### src/pkg/pesc_pkg.sv
// shared constants and bus carrier for the power event status collector
package pesc_pkg;

    localparam int DATA_W         = 32;
    localparam int ADDR_W         = 12;
    localparam int UNITS_PER_WORD = 32;
    localparam int MAX_WORDS      = 4;
    localparam int SEL_LSB        = 2;
    localparam int SEL_W          = 2;
    localparam int BANK_LSB       = 4;

    // each bank of words spans 16 bytes, word select in addr[3:2]
    localparam logic [ADDR_W-1:0] OFS_CORE_PWR    = 12'h0b20;
    localparam logic [ADDR_W-1:0] OFS_CLUSTER_PWR = 12'h0b40;
    localparam logic [ADDR_W-1:0] OFS_LOCK_EV     = 12'h0b80;
    localparam logic [ADDR_W-1:0] OFS_LOCK_MASK   = 12'h0b90;
    localparam logic [ADDR_W-1:0] OFS_UNLOCK_EV   = 12'h0bc0;
    localparam logic [ADDR_W-1:0] OFS_UNLOCK_MASK = 12'h0bd0;
    localparam logic [ADDR_W-1:0] OFS_FABRIC      = 12'h0c00;

    localparam logic [DATA_W-1:0] RESET_WORD = 32'h0000_0000;
    localparam logic [DATA_W-1:0] MASK_RESET = 32'h0000_0000;

    typedef struct packed {
        logic [ADDR_W-1:0] addr;
        logic [DATA_W-1:0] wdata;
        logic              wr;
        logic              rd;
    } pesc_bus_req_s;

endpackage

### src/verilog/pesc_sync.sv
// two-flop synchroniser for a bus of independent level inputs
`timescale 1ns/10ps
module pesc_sync #(
    parameter int WIDTH = 32
) (
    // clock and reset
    input  wire logic             ref_clk,
    input  wire logic             reset,
    // levels
    input  wire logic [WIDTH-1:0] async_in,
    output logic      [WIDTH-1:0] sync_out
);
    typedef struct packed {
        logic [WIDTH-1:0] meta;
        logic [WIDTH-1:0] stable;
    } pesc_sync_state_s;

    pesc_sync_state_s state;
    pesc_sync_state_s next_state;

    if (WIDTH < 1) begin : g_chk
        $error("pesc_sync: WIDTH must be at least 1");
    end

    always_comb begin
        next_state.meta   = async_in;
        next_state.stable = state.meta;
    end

    always_ff @(posedge ref_clk) begin
        if (reset) begin
            state <= '0;
        end else begin
            state <= next_state;
        end
    end

    assign sync_out = state.stable;
endmodule

### src/verilog/pesc_edge_bank.sv
// sticky lock and unlock event bits with write-one-to-clear
`timescale 1ns/10ps
module pesc_edge_bank #(
    parameter int WIDTH = 32
) (
    // clock and reset
    input  wire logic             ref_clk,
    input  wire logic             reset,
    // synchronised lock levels
    input  wire logic [WIDTH-1:0] lock_lvl,
    // software clears, one per bit
    input  wire logic [WIDTH-1:0] lock_clr,
    input  wire logic [WIDTH-1:0] unlock_clr,
    // sticky events
    output logic      [WIDTH-1:0] lock_events,
    output logic      [WIDTH-1:0] unlock_events
);
    typedef struct packed {
        logic [WIDTH-1:0] prev;
        logic [WIDTH-1:0] lock;
        logic [WIDTH-1:0] unlock;
    } pesc_bank_state_s;

    pesc_bank_state_s state;
    pesc_bank_state_s next_state;
    logic [WIDTH-1:0] rise;
    logic [WIDTH-1:0] fall;

    if (WIDTH < 1) begin : g_chk
        $error("pesc_edge_bank: WIDTH must be at least 1");
    end

    assign rise = lock_lvl & ~state.prev;
    assign fall = ~lock_lvl & state.prev;

    // a new edge wins over a clear in the same cycle
    always_comb begin
        next_state.prev   = lock_lvl;
        next_state.lock   = (state.lock & ~lock_clr) | rise;
        next_state.unlock = (state.unlock & ~unlock_clr) | fall;
    end

    always_ff @(posedge ref_clk) begin
        if (reset) begin
            state <= '0;
        end else begin
            state <= next_state;
        end
    end

    assign lock_events   = state.lock;
    assign unlock_events = state.unlock;
endmodule

### src/verilog/pesc_top.sv
// status collector for power-policy, fabric and pll lock events
//
// The address-and-strobe port is this design's own decision.
`timescale 1ns/10ps
// Notes on behaviour
// - core power-policy status bits show live levels, read-only, reset to zero
// - core power words: word 0 holds cores 0..31, each next word 32 more
// - bit n of word x belongs to unit x*32+n, all 32 bits used
// - every status word exists only in the control processor build
// - cluster power-policy status bits show live levels, read-only, reset to zero
// - cluster power words: word 0 holds clusters 0..31, then 32 more each
// - a rising pll lock sets the sticky lock event bit
// - a falling pll lock sets the sticky unlock event bit
// - writing one clears an event bit, writing zero leaves it
// - lock event words: word 0 holds cores 0..31, then 32 more each
// - unlock event words: word 0 holds cores 0..31, then 32 more each
// - fabric interrupt words show live cluster levels, grouped 32 per word
module pesc_top
    import pesc_pkg::*;
#(
    parameter int NUM_WORDS  = 4,
    parameter bit SCP_CONFIG = 1'b1
) (
    // clock and reset
    input  wire logic                                       ref_clk,
    input  wire logic                                       reset,
    // register port
    input  wire pesc_pkg::pesc_bus_req_s                    bus_req,
    output logic      [pesc_pkg::DATA_W-1:0]                rd_data,
    // unit levels, bit i belongs to unit i
    input  wire logic [NUM_WORDS*pesc_pkg::UNITS_PER_WORD-1:0] core_power_irq_lvl,
    input  wire logic [NUM_WORDS*pesc_pkg::UNITS_PER_WORD-1:0] cluster_power_irq_lvl,
    input  wire logic [NUM_WORDS*pesc_pkg::UNITS_PER_WORD-1:0] core_pll_lock_lvl,
    input  wire logic [NUM_WORDS*pesc_pkg::UNITS_PER_WORD-1:0] cluster_fabric_irq_lvl,
    // interrupt
    output logic                                            irq_out
);
    import pesc_pkg::*;

    localparam int NB = NUM_WORDS * UNITS_PER_WORD;

    typedef logic [NUM_WORDS-1:0][DATA_W-1:0] pesc_bank_t;

    typedef struct packed {
        pesc_bank_t        lock_mask;
        pesc_bank_t        unlock_mask;
        logic [DATA_W-1:0] rd_data;
    } pesc_top_state_s;

    pesc_top_state_s   state;
    pesc_top_state_s   next_state;
    logic [NB-1:0]     core_pwr_sync;
    logic [NB-1:0]     cluster_pwr_sync;
    logic [NB-1:0]     lock_sync;
    logic [NB-1:0]     fabric_sync;
    logic [NB-1:0]     lock_gated;
    logic [NB-1:0]     lock_clr;
    logic [NB-1:0]     unlock_clr;
    logic [NB-1:0]     lock_events;
    logic [NB-1:0]     unlock_events;
    logic [NB-1:0]     lock_mask_flat;
    logic [NB-1:0]     unlock_mask_flat;
    logic [SEL_W-1:0]  sel;

    if (NUM_WORDS < 1 || NUM_WORDS > MAX_WORDS) begin : g_chk
        $error("pesc_top: NUM_WORDS must lie between 1 and MAX_WORDS");
    end

    // every level crosses two flops before it is sampled or edge-checked
    pesc_sync #(
        .WIDTH (NB)
    ) u_sync_core_pwr (
        .ref_clk  (ref_clk),
        .reset    (reset),
        .async_in (core_power_irq_lvl),
        .sync_out (core_pwr_sync)
    );

    pesc_sync #(
        .WIDTH (NB)
    ) u_sync_cluster_pwr (
        .ref_clk  (ref_clk),
        .reset    (reset),
        .async_in (cluster_power_irq_lvl),
        .sync_out (cluster_pwr_sync)
    );

    pesc_sync #(
        .WIDTH (NB)
    ) u_sync_lock (
        .ref_clk  (ref_clk),
        .reset    (reset),
        .async_in (core_pll_lock_lvl),
        .sync_out (lock_sync)
    );

    pesc_sync #(
        .WIDTH (NB)
    ) u_sync_fabric (
        .ref_clk  (ref_clk),
        .reset    (reset),
        .async_in (cluster_fabric_irq_lvl),
        .sync_out (fabric_sync)
    );

    // outside the control processor build the event bank sees a constant
    // level, so synthesis strips it together with the read paths
    assign lock_gated = SCP_CONFIG ? lock_sync : '0;

    pesc_edge_bank #(
        .WIDTH (NB)
    ) u_edge_bank (
        .ref_clk       (ref_clk),
        .reset         (reset),
        .lock_lvl      (lock_gated),
        .lock_clr      (lock_clr),
        .unlock_clr    (unlock_clr),
        .lock_events   (lock_events),
        .unlock_events (unlock_events)
    );

    assign sel = bus_req.addr[BANK_LSB-1:SEL_LSB];

    function automatic logic in_bank(
        input logic [ADDR_W-1:0] a,
        input logic [ADDR_W-1:0] base
    );
        logic [SEL_W-1:0] s;
        s = a[BANK_LSB-1:SEL_LSB];
        return SCP_CONFIG
            && (a[ADDR_W-1:BANK_LSB] == base[ADDR_W-1:BANK_LSB])
            && (a[SEL_LSB-1:0] == '0)
            && (int'(s) < NUM_WORDS);
    endfunction

    // word x of a bank is bits x*32 .. x*32+31 of the unit vector
    function automatic logic [DATA_W-1:0] pick(
        input logic [NB-1:0]    v,
        input logic [SEL_W-1:0] s
    );
        return v[int'(s)*DATA_W +: DATA_W];
    endfunction

    always_comb begin
        next_state         = state;
        next_state.rd_data = RESET_WORD;
        lock_clr           = '0;
        unlock_clr         = '0;
        // only event and mask words decode writes; status words ignore them
        if (bus_req.wr) begin
            if (in_bank(bus_req.addr, OFS_LOCK_EV)) begin
                lock_clr[int'(sel)*DATA_W +: DATA_W] = bus_req.wdata;
            end else if (in_bank(bus_req.addr, OFS_UNLOCK_EV)) begin
                unlock_clr[int'(sel)*DATA_W +: DATA_W] = bus_req.wdata;
            end else if (in_bank(bus_req.addr, OFS_LOCK_MASK)) begin
                next_state.lock_mask[sel] = bus_req.wdata;
            end else if (in_bank(bus_req.addr, OFS_UNLOCK_MASK)) begin
                next_state.unlock_mask[sel] = bus_req.wdata;
            end
        end
        // unmapped reads answer zero
        if (bus_req.rd) begin
            if (in_bank(bus_req.addr, OFS_CORE_PWR)) begin
                next_state.rd_data = pick(core_pwr_sync, sel);
            end else if (in_bank(bus_req.addr, OFS_CLUSTER_PWR)) begin
                next_state.rd_data = pick(cluster_pwr_sync, sel);
            end else if (in_bank(bus_req.addr, OFS_LOCK_EV)) begin
                next_state.rd_data = pick(lock_events, sel);
            end else if (in_bank(bus_req.addr, OFS_UNLOCK_EV)) begin
                next_state.rd_data = pick(unlock_events, sel);
            end else if (in_bank(bus_req.addr, OFS_LOCK_MASK)) begin
                next_state.rd_data = state.lock_mask[sel];
            end else if (in_bank(bus_req.addr, OFS_UNLOCK_MASK)) begin
                next_state.rd_data = state.unlock_mask[sel];
            end else if (in_bank(bus_req.addr, OFS_FABRIC)) begin
                next_state.rd_data = pick(fabric_sync, sel);
            end
        end
    end

    always_ff @(posedge ref_clk) begin
        if (reset) begin
            state.lock_mask   <= {NUM_WORDS{MASK_RESET}};
            state.unlock_mask <= {NUM_WORDS{MASK_RESET}};
            state.rd_data     <= RESET_WORD;
        end else begin
            state <= next_state;
        end
    end

    assign rd_data          = state.rd_data;
    assign lock_mask_flat   = state.lock_mask;
    assign unlock_mask_flat = state.unlock_mask;
    // mask bit one lets the matching sticky event raise the interrupt
    assign irq_out = |(lock_events & lock_mask_flat)
                   | |(unlock_events & unlock_mask_flat);
endmodule

### config.mk
export PLATFORM = sky130hd
export DESIGN_NAME = pesc_top
export DESIGN_NICKNAME = d
export VERILOG_FILES = /design/src/pkg/pesc_pkg.sv /design/src/verilog/pesc_sync.sv /design/src/verilog/pesc_edge_bank.sv /design/src/verilog/pesc_top.sv
export SDC_FILE = /design/constraint.sdc
export NUM_CORES = 2
export LEC_CHECK = 0
export ABC_AREA = 0
export BUFFER_PORTS_ARGS = -buffer_cell sky130_fd_sc_hd__buf_2
export CORE_MARGIN = 2
export CORE_UTILIZATION = 40
export DETAILED_ROUTE_END_ITERATION = 16
export REMOVE_ABC_BUFFERS = 1
export SLEW_MARGIN = 0
export SYNTH_ARGS = -nofsm -noshare
export SYNTH_HDL_FRONTEND = slang
export SYNTH_SLANG_ARGS = --single-unit
### constraint.sdc
create_clock -name ref_clk -period 3.1 [get_ports ref_clk]
set_clock_uncertainty 0.05 [all_clocks]
set_input_delay 0.62 -clock ref_clk [delete_from_list [all_inputs] [get_ports ref_clk]]
set_output_delay 0.62 -clock ref_clk [all_outputs]
set_load 0.05 [all_outputs]
; ---- Word level (Yosys, flattened, before mapping)
; Cells that the tools add are included.
[totals]
register_bits = 1696
input_bits = 560
out_inout_bits = 33
word_cells = 89
[classes]
n_addsub = 1
n_lt_le_gt_ge = 2
eq_ne = 7
n_shift = 7
n_mux = 20
bitwise = 18
reduce_logical = 14
[op_table]
columns = operator, count
row1 = bitwise AND 128 bit, 7
row2 = two-way mux 128 bit, 5
row3 = variable part select 128 x 8 -> 32 bit, 5
row4 = inverter 128 bit, 4
row5 = two-way mux 32 bit, 10
row6 = bitwise mux 128 bit, 2
row7 = OR 128 bit, 2
row8 = OR reduction 128 bit, 2
row9 = binary-select mux 32 bit (select 2 bit), 2
row10 = "variable shift 32 x 33 -> 128 bit, first input constant", 1
row11 = variable part select 32 x 33 -> 128 bit, 1
row12 = demux 32 bit (select 2 bit), 1
row13 = "== test 8 bit, second input constant", 7
row14 = negator 7 -> 33 bit, 1
row15 = logical AND 1 bit, 8
row16 = AND reduction 5 bit, 1
row17 = inverter 1 bit, 4
row18 = AND reduction 4 bit, 1
row19 = "< comparator 2 x 3 -> 1 bit, second input constant", 1
row20 = "greater-or-equal comparator 2 x 1 -> 1 bit, second input constant", 1
row21 = zero test 2 bit, 1
row22 = OR reduction 2 bit, 1
row23 = OR 1 bit, 1

; ---- Depth between registers and ports, before layout
[depth]
word_depth = 9
depth_mapped = 12

; ---- By module
; A second synthesis with hierarchy kept.
[unflattened]
cells_unflattened = 5976
hier_area_um2 = 63130.5
[modules_own_cells]
columns = module, n_inst, cells_per_inst, area_each_um2, seq_area_each_um2
row1 = pesc_sync, 4, 540, 6864.1, 5124.9
row2 = pesc_top, 1, 2237, 20118.0, 5765.5
row3 = pesc_edge_bank, 1, 1579, 15556.2, 7687.4

; ---- Worst setup path after synthesis
; OpenSTA, ideal clock, no wires.
[synth_path]
path_type = input to register
startpoint = input bus_req[37] (netlist name)
endpoint = register u_edge_bank.state (netlist bit u_edge_bank.unlock_events[95])
setup_time_ns = 0.132
t_arrival_ns = 2.713
t_required_ns = 2.918
path_slack_ns = 0.204
stages = 11
n_path_buf = 5
path_cell_list = buf_2 > buf_2 > buf_2 > buf_2 > inv_1 > ha_1 > nor4b_1 > nand3_1 > clkbuf_1 > o21ai_0 > a21oi_1
[synth_via]
elab_chain_len = 9
elab_cells_between_ends = 10
classes_between = add/sub: 1 / shift: 2 / mux: 3 / bitwise: 4
[synth_lines]
columns = element, line
row1 = from (decl), pesc_top.sv:28  ; input wire pesc_pkg::pesc_bus_req_s bus_req,
row2 = negator 7 -> 33 bit (*), pesc_top.sv:154  ; unlock_clr[int'(sel)*DATA_W +: DATA_W] = bus_req.wdata;
row3 = variable part select 32 x 33 -> 128 bit / variable shift 32 x 33 -> 128 bit (equally long branches), pesc_top.sv:154
row4 = bitwise AND 128 bit (no line) (*), n/a
row5 = two-way mux 128 bit (*), pesc_top.sv:153  ; end else if (in_bank(bus_req.addr, OFS_UNLOCK_EV)) begin
row6 = two-way mux 128 bit (*), pesc_top.sv:151  ; if (in_bank(bus_req.addr, OFS_LOCK_EV)) begin
row7 = two-way mux 128 bit (*), pesc_top.sv:150  ; if (bus_req.wr) begin
row8 = inverter 128 bit (*), pesc_edge_bank.sv:40  ; next_state.unlock = (state.unlock & ~unlock_clr) | fall;
row9 = bitwise AND 128 bit (*), pesc_edge_bank.sv:40
row10 = OR 128 bit (*), pesc_edge_bank.sv:40
row11 = to (signal assigned), pesc_edge_bank.sv:47  ; state <= next_state;
row12 = to (decl), pesc_edge_bank.sv:24  ; pesc_bank_state_s state;
; Every way passes the cells marked *; elsewhere a longest branch is shown, timed or not.
; A chain may end at the register's enable or synchronous reset.

; ---- Worst setup path in the final report
[layout_path]
startpoint = register u_edge_bank.state (netlist bit u_edge_bank.lock_events[89])
endpoint = output irq_out
[layout_via]
elab_chain_len = 3
[layout_lines]
columns = element, line
row1 = bitwise AND 128 bit, pesc_top.sv:195  ; assign irq_out = |(lock_events & lock_mask_flat)
row2 = OR reduction 128 bit, pesc_top.sv:195
row3 = OR 1 bit, pesc_top.sv:196  ; | |(unlock_events & unlock_mask_flat);
row4 = to (decl), pesc_top.sv:36  ; output logic irq_out
; No other way between the ends.

==> reports/summary.md <==
The flow ran to the end, but the final reports show violations. The checks that failed: setup timing. Clock-pin slew was measured on the worst setup and hold paths at 0.07 ns.

The number of pins exceeding their max-slew limit in the final report is 0, and the aggregate global routing overflow is 0. In this run the most critical hold path is launched from cluster_fabric_irq_lvl[3]. The cell row count was 140. The tools report the critical path endpoint category as an output pin.

The worst path in the final design needs a cycle of 3.457 ns, including I/O delays and setup. The synthesized area per cell is 10.73 um2, and the share of the synthesized area in the top cell type is 0.5791. The run gives 4 as the depth of the CTS H-tree. In the final routed layout, each cell accounts on average for 23.35 um.

Leading area contributor after synthesis: sky130_fd_sc_hd__dfxtp_1. The number of clock sinks was 1696; the switching share of power was 0.2277. In this run the power spent charging and discharging nets is 10740 uW.

The cell area that synthesis handed to floorplanning was 0.05863 mm2. The largest fanout on the critical path was 3; the worst slew margin relative to its limit was 0.2399. The region available for standard cell placement spans 0.1456 mm2. The logs give 31 for the initial antenna violation count and 0 for the DRC violation count after routing. The tools report the sequential cell area fraction in the yosys report as 0.5791. For the net count of the finished layout, the log shows 7074.

The clock passes through at most 3 buffers. Setup repair after global routing could not meet its margin everywhere. For the cell-internal power, the log shows 36430 uW. Hold timing on the final database bottoms out at a slack of 0.06529 ns.

The share of the cycle needed by the critical path after routing is 1.115. The number of global-route vias before repair came out at 44060. The library cell used most frequently in the layout, excluding fill and tap cells, is sky130_fd_sc_hd__dfxtp_1. The top cell types in the final layout, fill and taps aside, are sky130_fd_sc_hd__dfxtp_1 (1685), sky130_fd_sc_hd__nor2b_1 (1152), sky130_fd_sc_hd__buf_2 (587).

Number of synthesized register bits: 1696. The run gives 3622 as the violation count after the first detailed-route iteration. After synthesis, the netlist uses 35 different library cells. The effective utilization at floorplan was 0.4028; the wire length of the first global-routing pass was 290200 um. The die covers 0.1497 mm2.

The tools report the cell at the root of the clock tree as sky130_fd_sc_hd__clkbuf_16. For the worst flop-to-flop path, the logic depth is 4. The run gives 0.2616 as the total track usage. The path with the worst hold slack has its endpoint at u_sync_fabric.next_state[3]. For the clock group share of total power, the log shows 0.451. In this run the vertical extent of the chip is 386.9 um. Pin placement for this block handled 593 I/O pins. The worst register-to-register path begins at lock_mask_flat[127]. For the worst ir drop on vdd, the log shows 0.5333 mV.

Including well taps, the total number of placed cells is 7739. For the sequential share of power, the log shows 0.489. From left edge to right edge, the die measures 386.9 um.

The synthesis warning total was 0. The worst register-to-register path ends at rd_data[31]. Clock latency on the worst-skew pair, taken at its later pin, is 0.83 ns. The fraction of power consumed by combinational cells was 0.061; the routed via count divided by cell count was 5.166. The number of max-cap violations was 0. The routed design has 200200 um of wire. Detailed placement ended at an HPWL of 136200 um.

The tools report the count of vias placed by the detailed router as 44290. The run gives 0 as the number of hold violations in the final report. Entering global routing, the biggest net connects 153 pins. Relative to the synthesized area, the layout overhead comes to 28.71%. The final instance count without filler cells is 8573.

At the end of routability-driven placement, the weighted congestion stood at 0.9872. The min-delay analysis places its worst path in the category input port to register. The number of iterations in the first detailed-routing pass came out at 6.

The worst setup path is launched from a register. For this design the ratio of total power to cell area is 625.0 mW/mm2. After technology mapping, the gate count stands at 5465. The tools report the worst setup margin as -0.3572 ns.

Sorting the synthesized cells by area gives the leading types as sky130_fd_sc_hd__dfxtp_1 (58%), sky130_fd_sc_hd__nor2b_1 (12%), sky130_fd_sc_hd__mux4_2 (8.6%), sky130_fd_sc_hd__a21oi_1 (4.5%), sky130_fd_sc_hd__nand2_1 (3.5%). The number of cells on the worst hold path is 2, and the proportion of layout cells with a drive suffix above 1 is 0.2026. The total setup violations reported at the end of the flow came out at 1. The leakage dissipation was 0.02897 uW; the number of inserted filler cells in the final layout was 12620. In this run, CTS created clock tree buffers numbering 175. The critical path is of the register to output pin type.

The tools report the number of antenna-violating nets in the routed design as 0. Data on the critical path is required at its endpoint by 2.43 ns. The count of buffers inserted at the top-level ports was 592; the register-to-register setup slack was 1.10 ns. For the pin with the worst max-slew slack, the measured transition is 1.139 ns. At the worst endpoint, the arrival time is 2.79 ns.

Maximum achievable frequency: 289.3 MHz. TritonCTS built the clock tree.
## worst max-delay path by stage
stage,slack [ns],startpoint,cells past startpoint,endpoint
2_1_floorplan,0.1,bus_req[44],5,lock_mask_flat[0]
3_5_place_dp,0.03,bus_req[41],7,rd_data[19]
5_1_grt,-0.45,u_edge_bank.lock_events[25],8,irq_out
3_3_place_gp,0.07,bus_req[41],7,rd_data[19]
6_report,-0.36,u_edge_bank.lock_events[89],8,irq_out
4_1_cts,-0.41,lock_mask_flat[79],8,irq_out
## cell type report
type                    count  area, um2  area share
multi-input cells        3328      23100      0.3060
repair buffers           1273       9910      0.1313
inverters                  34      127.6    0.001691
flip-flops and latches   1696      33970      0.4501
diodes                     11      27.53   0.0003647
clock buffers             260       5230     0.06930
clock inverters            54      709.4    0.009400
well taps                1917       2399     0.03178
## metal layers
| metal | global-route usage | vias up | part of all wire |
|---|---|---|---|
| met5 | 0 | - | 0.00057 |
| met1 | 0.3274 | 21400 | 0.40 |
| met3 | 0.06239 | 520 | 0.084 |
| met4 | 0.1232 | 20 | 0.049 |
| li1 | - | 20450 | - |
| met2 | 0.4256 | 1900 | 0.46 |
## logic make-up after synthesis
family,Yosys count,share of synthesized area
simple gates,2067,0.1957
fa+ha+maj,6,0.001280
buf+inv,441,0.03350
compound gates,1000,0.09910
mux,255,0.09133
flops,1696,0.5791
## power by group through the flow
stage | Combinational (uW) | Clock [uW] | Sequential, uW
after global routing | 3090 | 22600 | 23100
after global placement | 2330 | 0 | 23500
final | 2850 | 21300 | 23000
after detailed placement | 2340 | 0 | 23500
after CTS | 2860 | 21700 | 23000
after floorplan | 989 | 0 | 23300
## cell usage after synthesis (all sizes together)
library cell  number
mux4             224
nor3               3
o21a               1
a22o              64
inv               34
a221oi            73
o221a             22
nor4               7
nor4b              2
o21ai            257
a31oi              1
nand2            547
nand3             34
and3               1
buf              130
nor2              33
a22oi             32
nand4b             2
and4b              4
a21oi            531
nand4             22
o211a              9
mux2i             31
and4               2
dfxtp           1696
nand2b           257
ha                 6
nor2b           1153
o211ai            10
clkbuf           277
## flip-flops by register name, indices dropped and copies added (netlist names)
register / count
u_sync_lock.sync_out: 128
rd_data: 32
u_sync_core_pwr.sync_out: 128
u_edge_bank.state: 128
u_sync_cluster_pwr.next_state: 128
u_sync_core_pwr.next_state: 128
u_sync_cluster_pwr.sync_out: 128
u_sync_fabric.sync_out: 128
u_edge_bank.lock_events: 128
u_sync_fabric.next_state: 128
u_sync_lock.next_state: 128
lock_mask_flat: 128
u_edge_bank.unlock_events: 128
state: 128
## stage by stage
| stage | power (uW) | utilization | setup slack, ns | area (um2) | setup TNS (ns) |
|---|---|---|---|---|---|
| after floorplan | 24250 | - | 0.09927 | 56800 | 0 |
| after global placement | 25820 | 0.4399 | 0.06547 | 64030 | 0 |
| after detailed placement | 25850 | 0.4399 | 0.03289 | 64030 | 0 |
| after CTS | 47590 | 0.5168 | -0.4112 | 75220 | -0.4112 |
| after global routing | 48840 | 0.5184 | -0.4513 | 75450 | -0.4513 |
| final | 47170 | 0.5185 | -0.3572 | 75470 | -0.3572 |
## critical path, cell delays in order (launching register included)
cell,delay (ns)
sky130_fd_sc_hd__dfxtp_1,0.35
sky130_fd_sc_hd__a22o_4,0.28
sky130_fd_sc_hd__a221oi_2,0.18
sky130_fd_sc_hd__buf_4,0.16
sky130_fd_sc_hd__nand4_1,0.24
sky130_fd_sc_hd__nor4_2,0.27
sky130_fd_sc_hd__nand4_1,0.16
sky130_fd_sc_hd__buf_6,0.17
sky130_fd_sc_hd__buf_8,0.15
## timing repair
item                                    CTS  global route
hold buffers                            508             0
pin swaps                                 7             7
hold endpoints to repair                508             0
endpoints found under the setup margin    1             1
setup buffers                             0             1
resized for setup                        32            40
(Power assumes the default switching activity.)
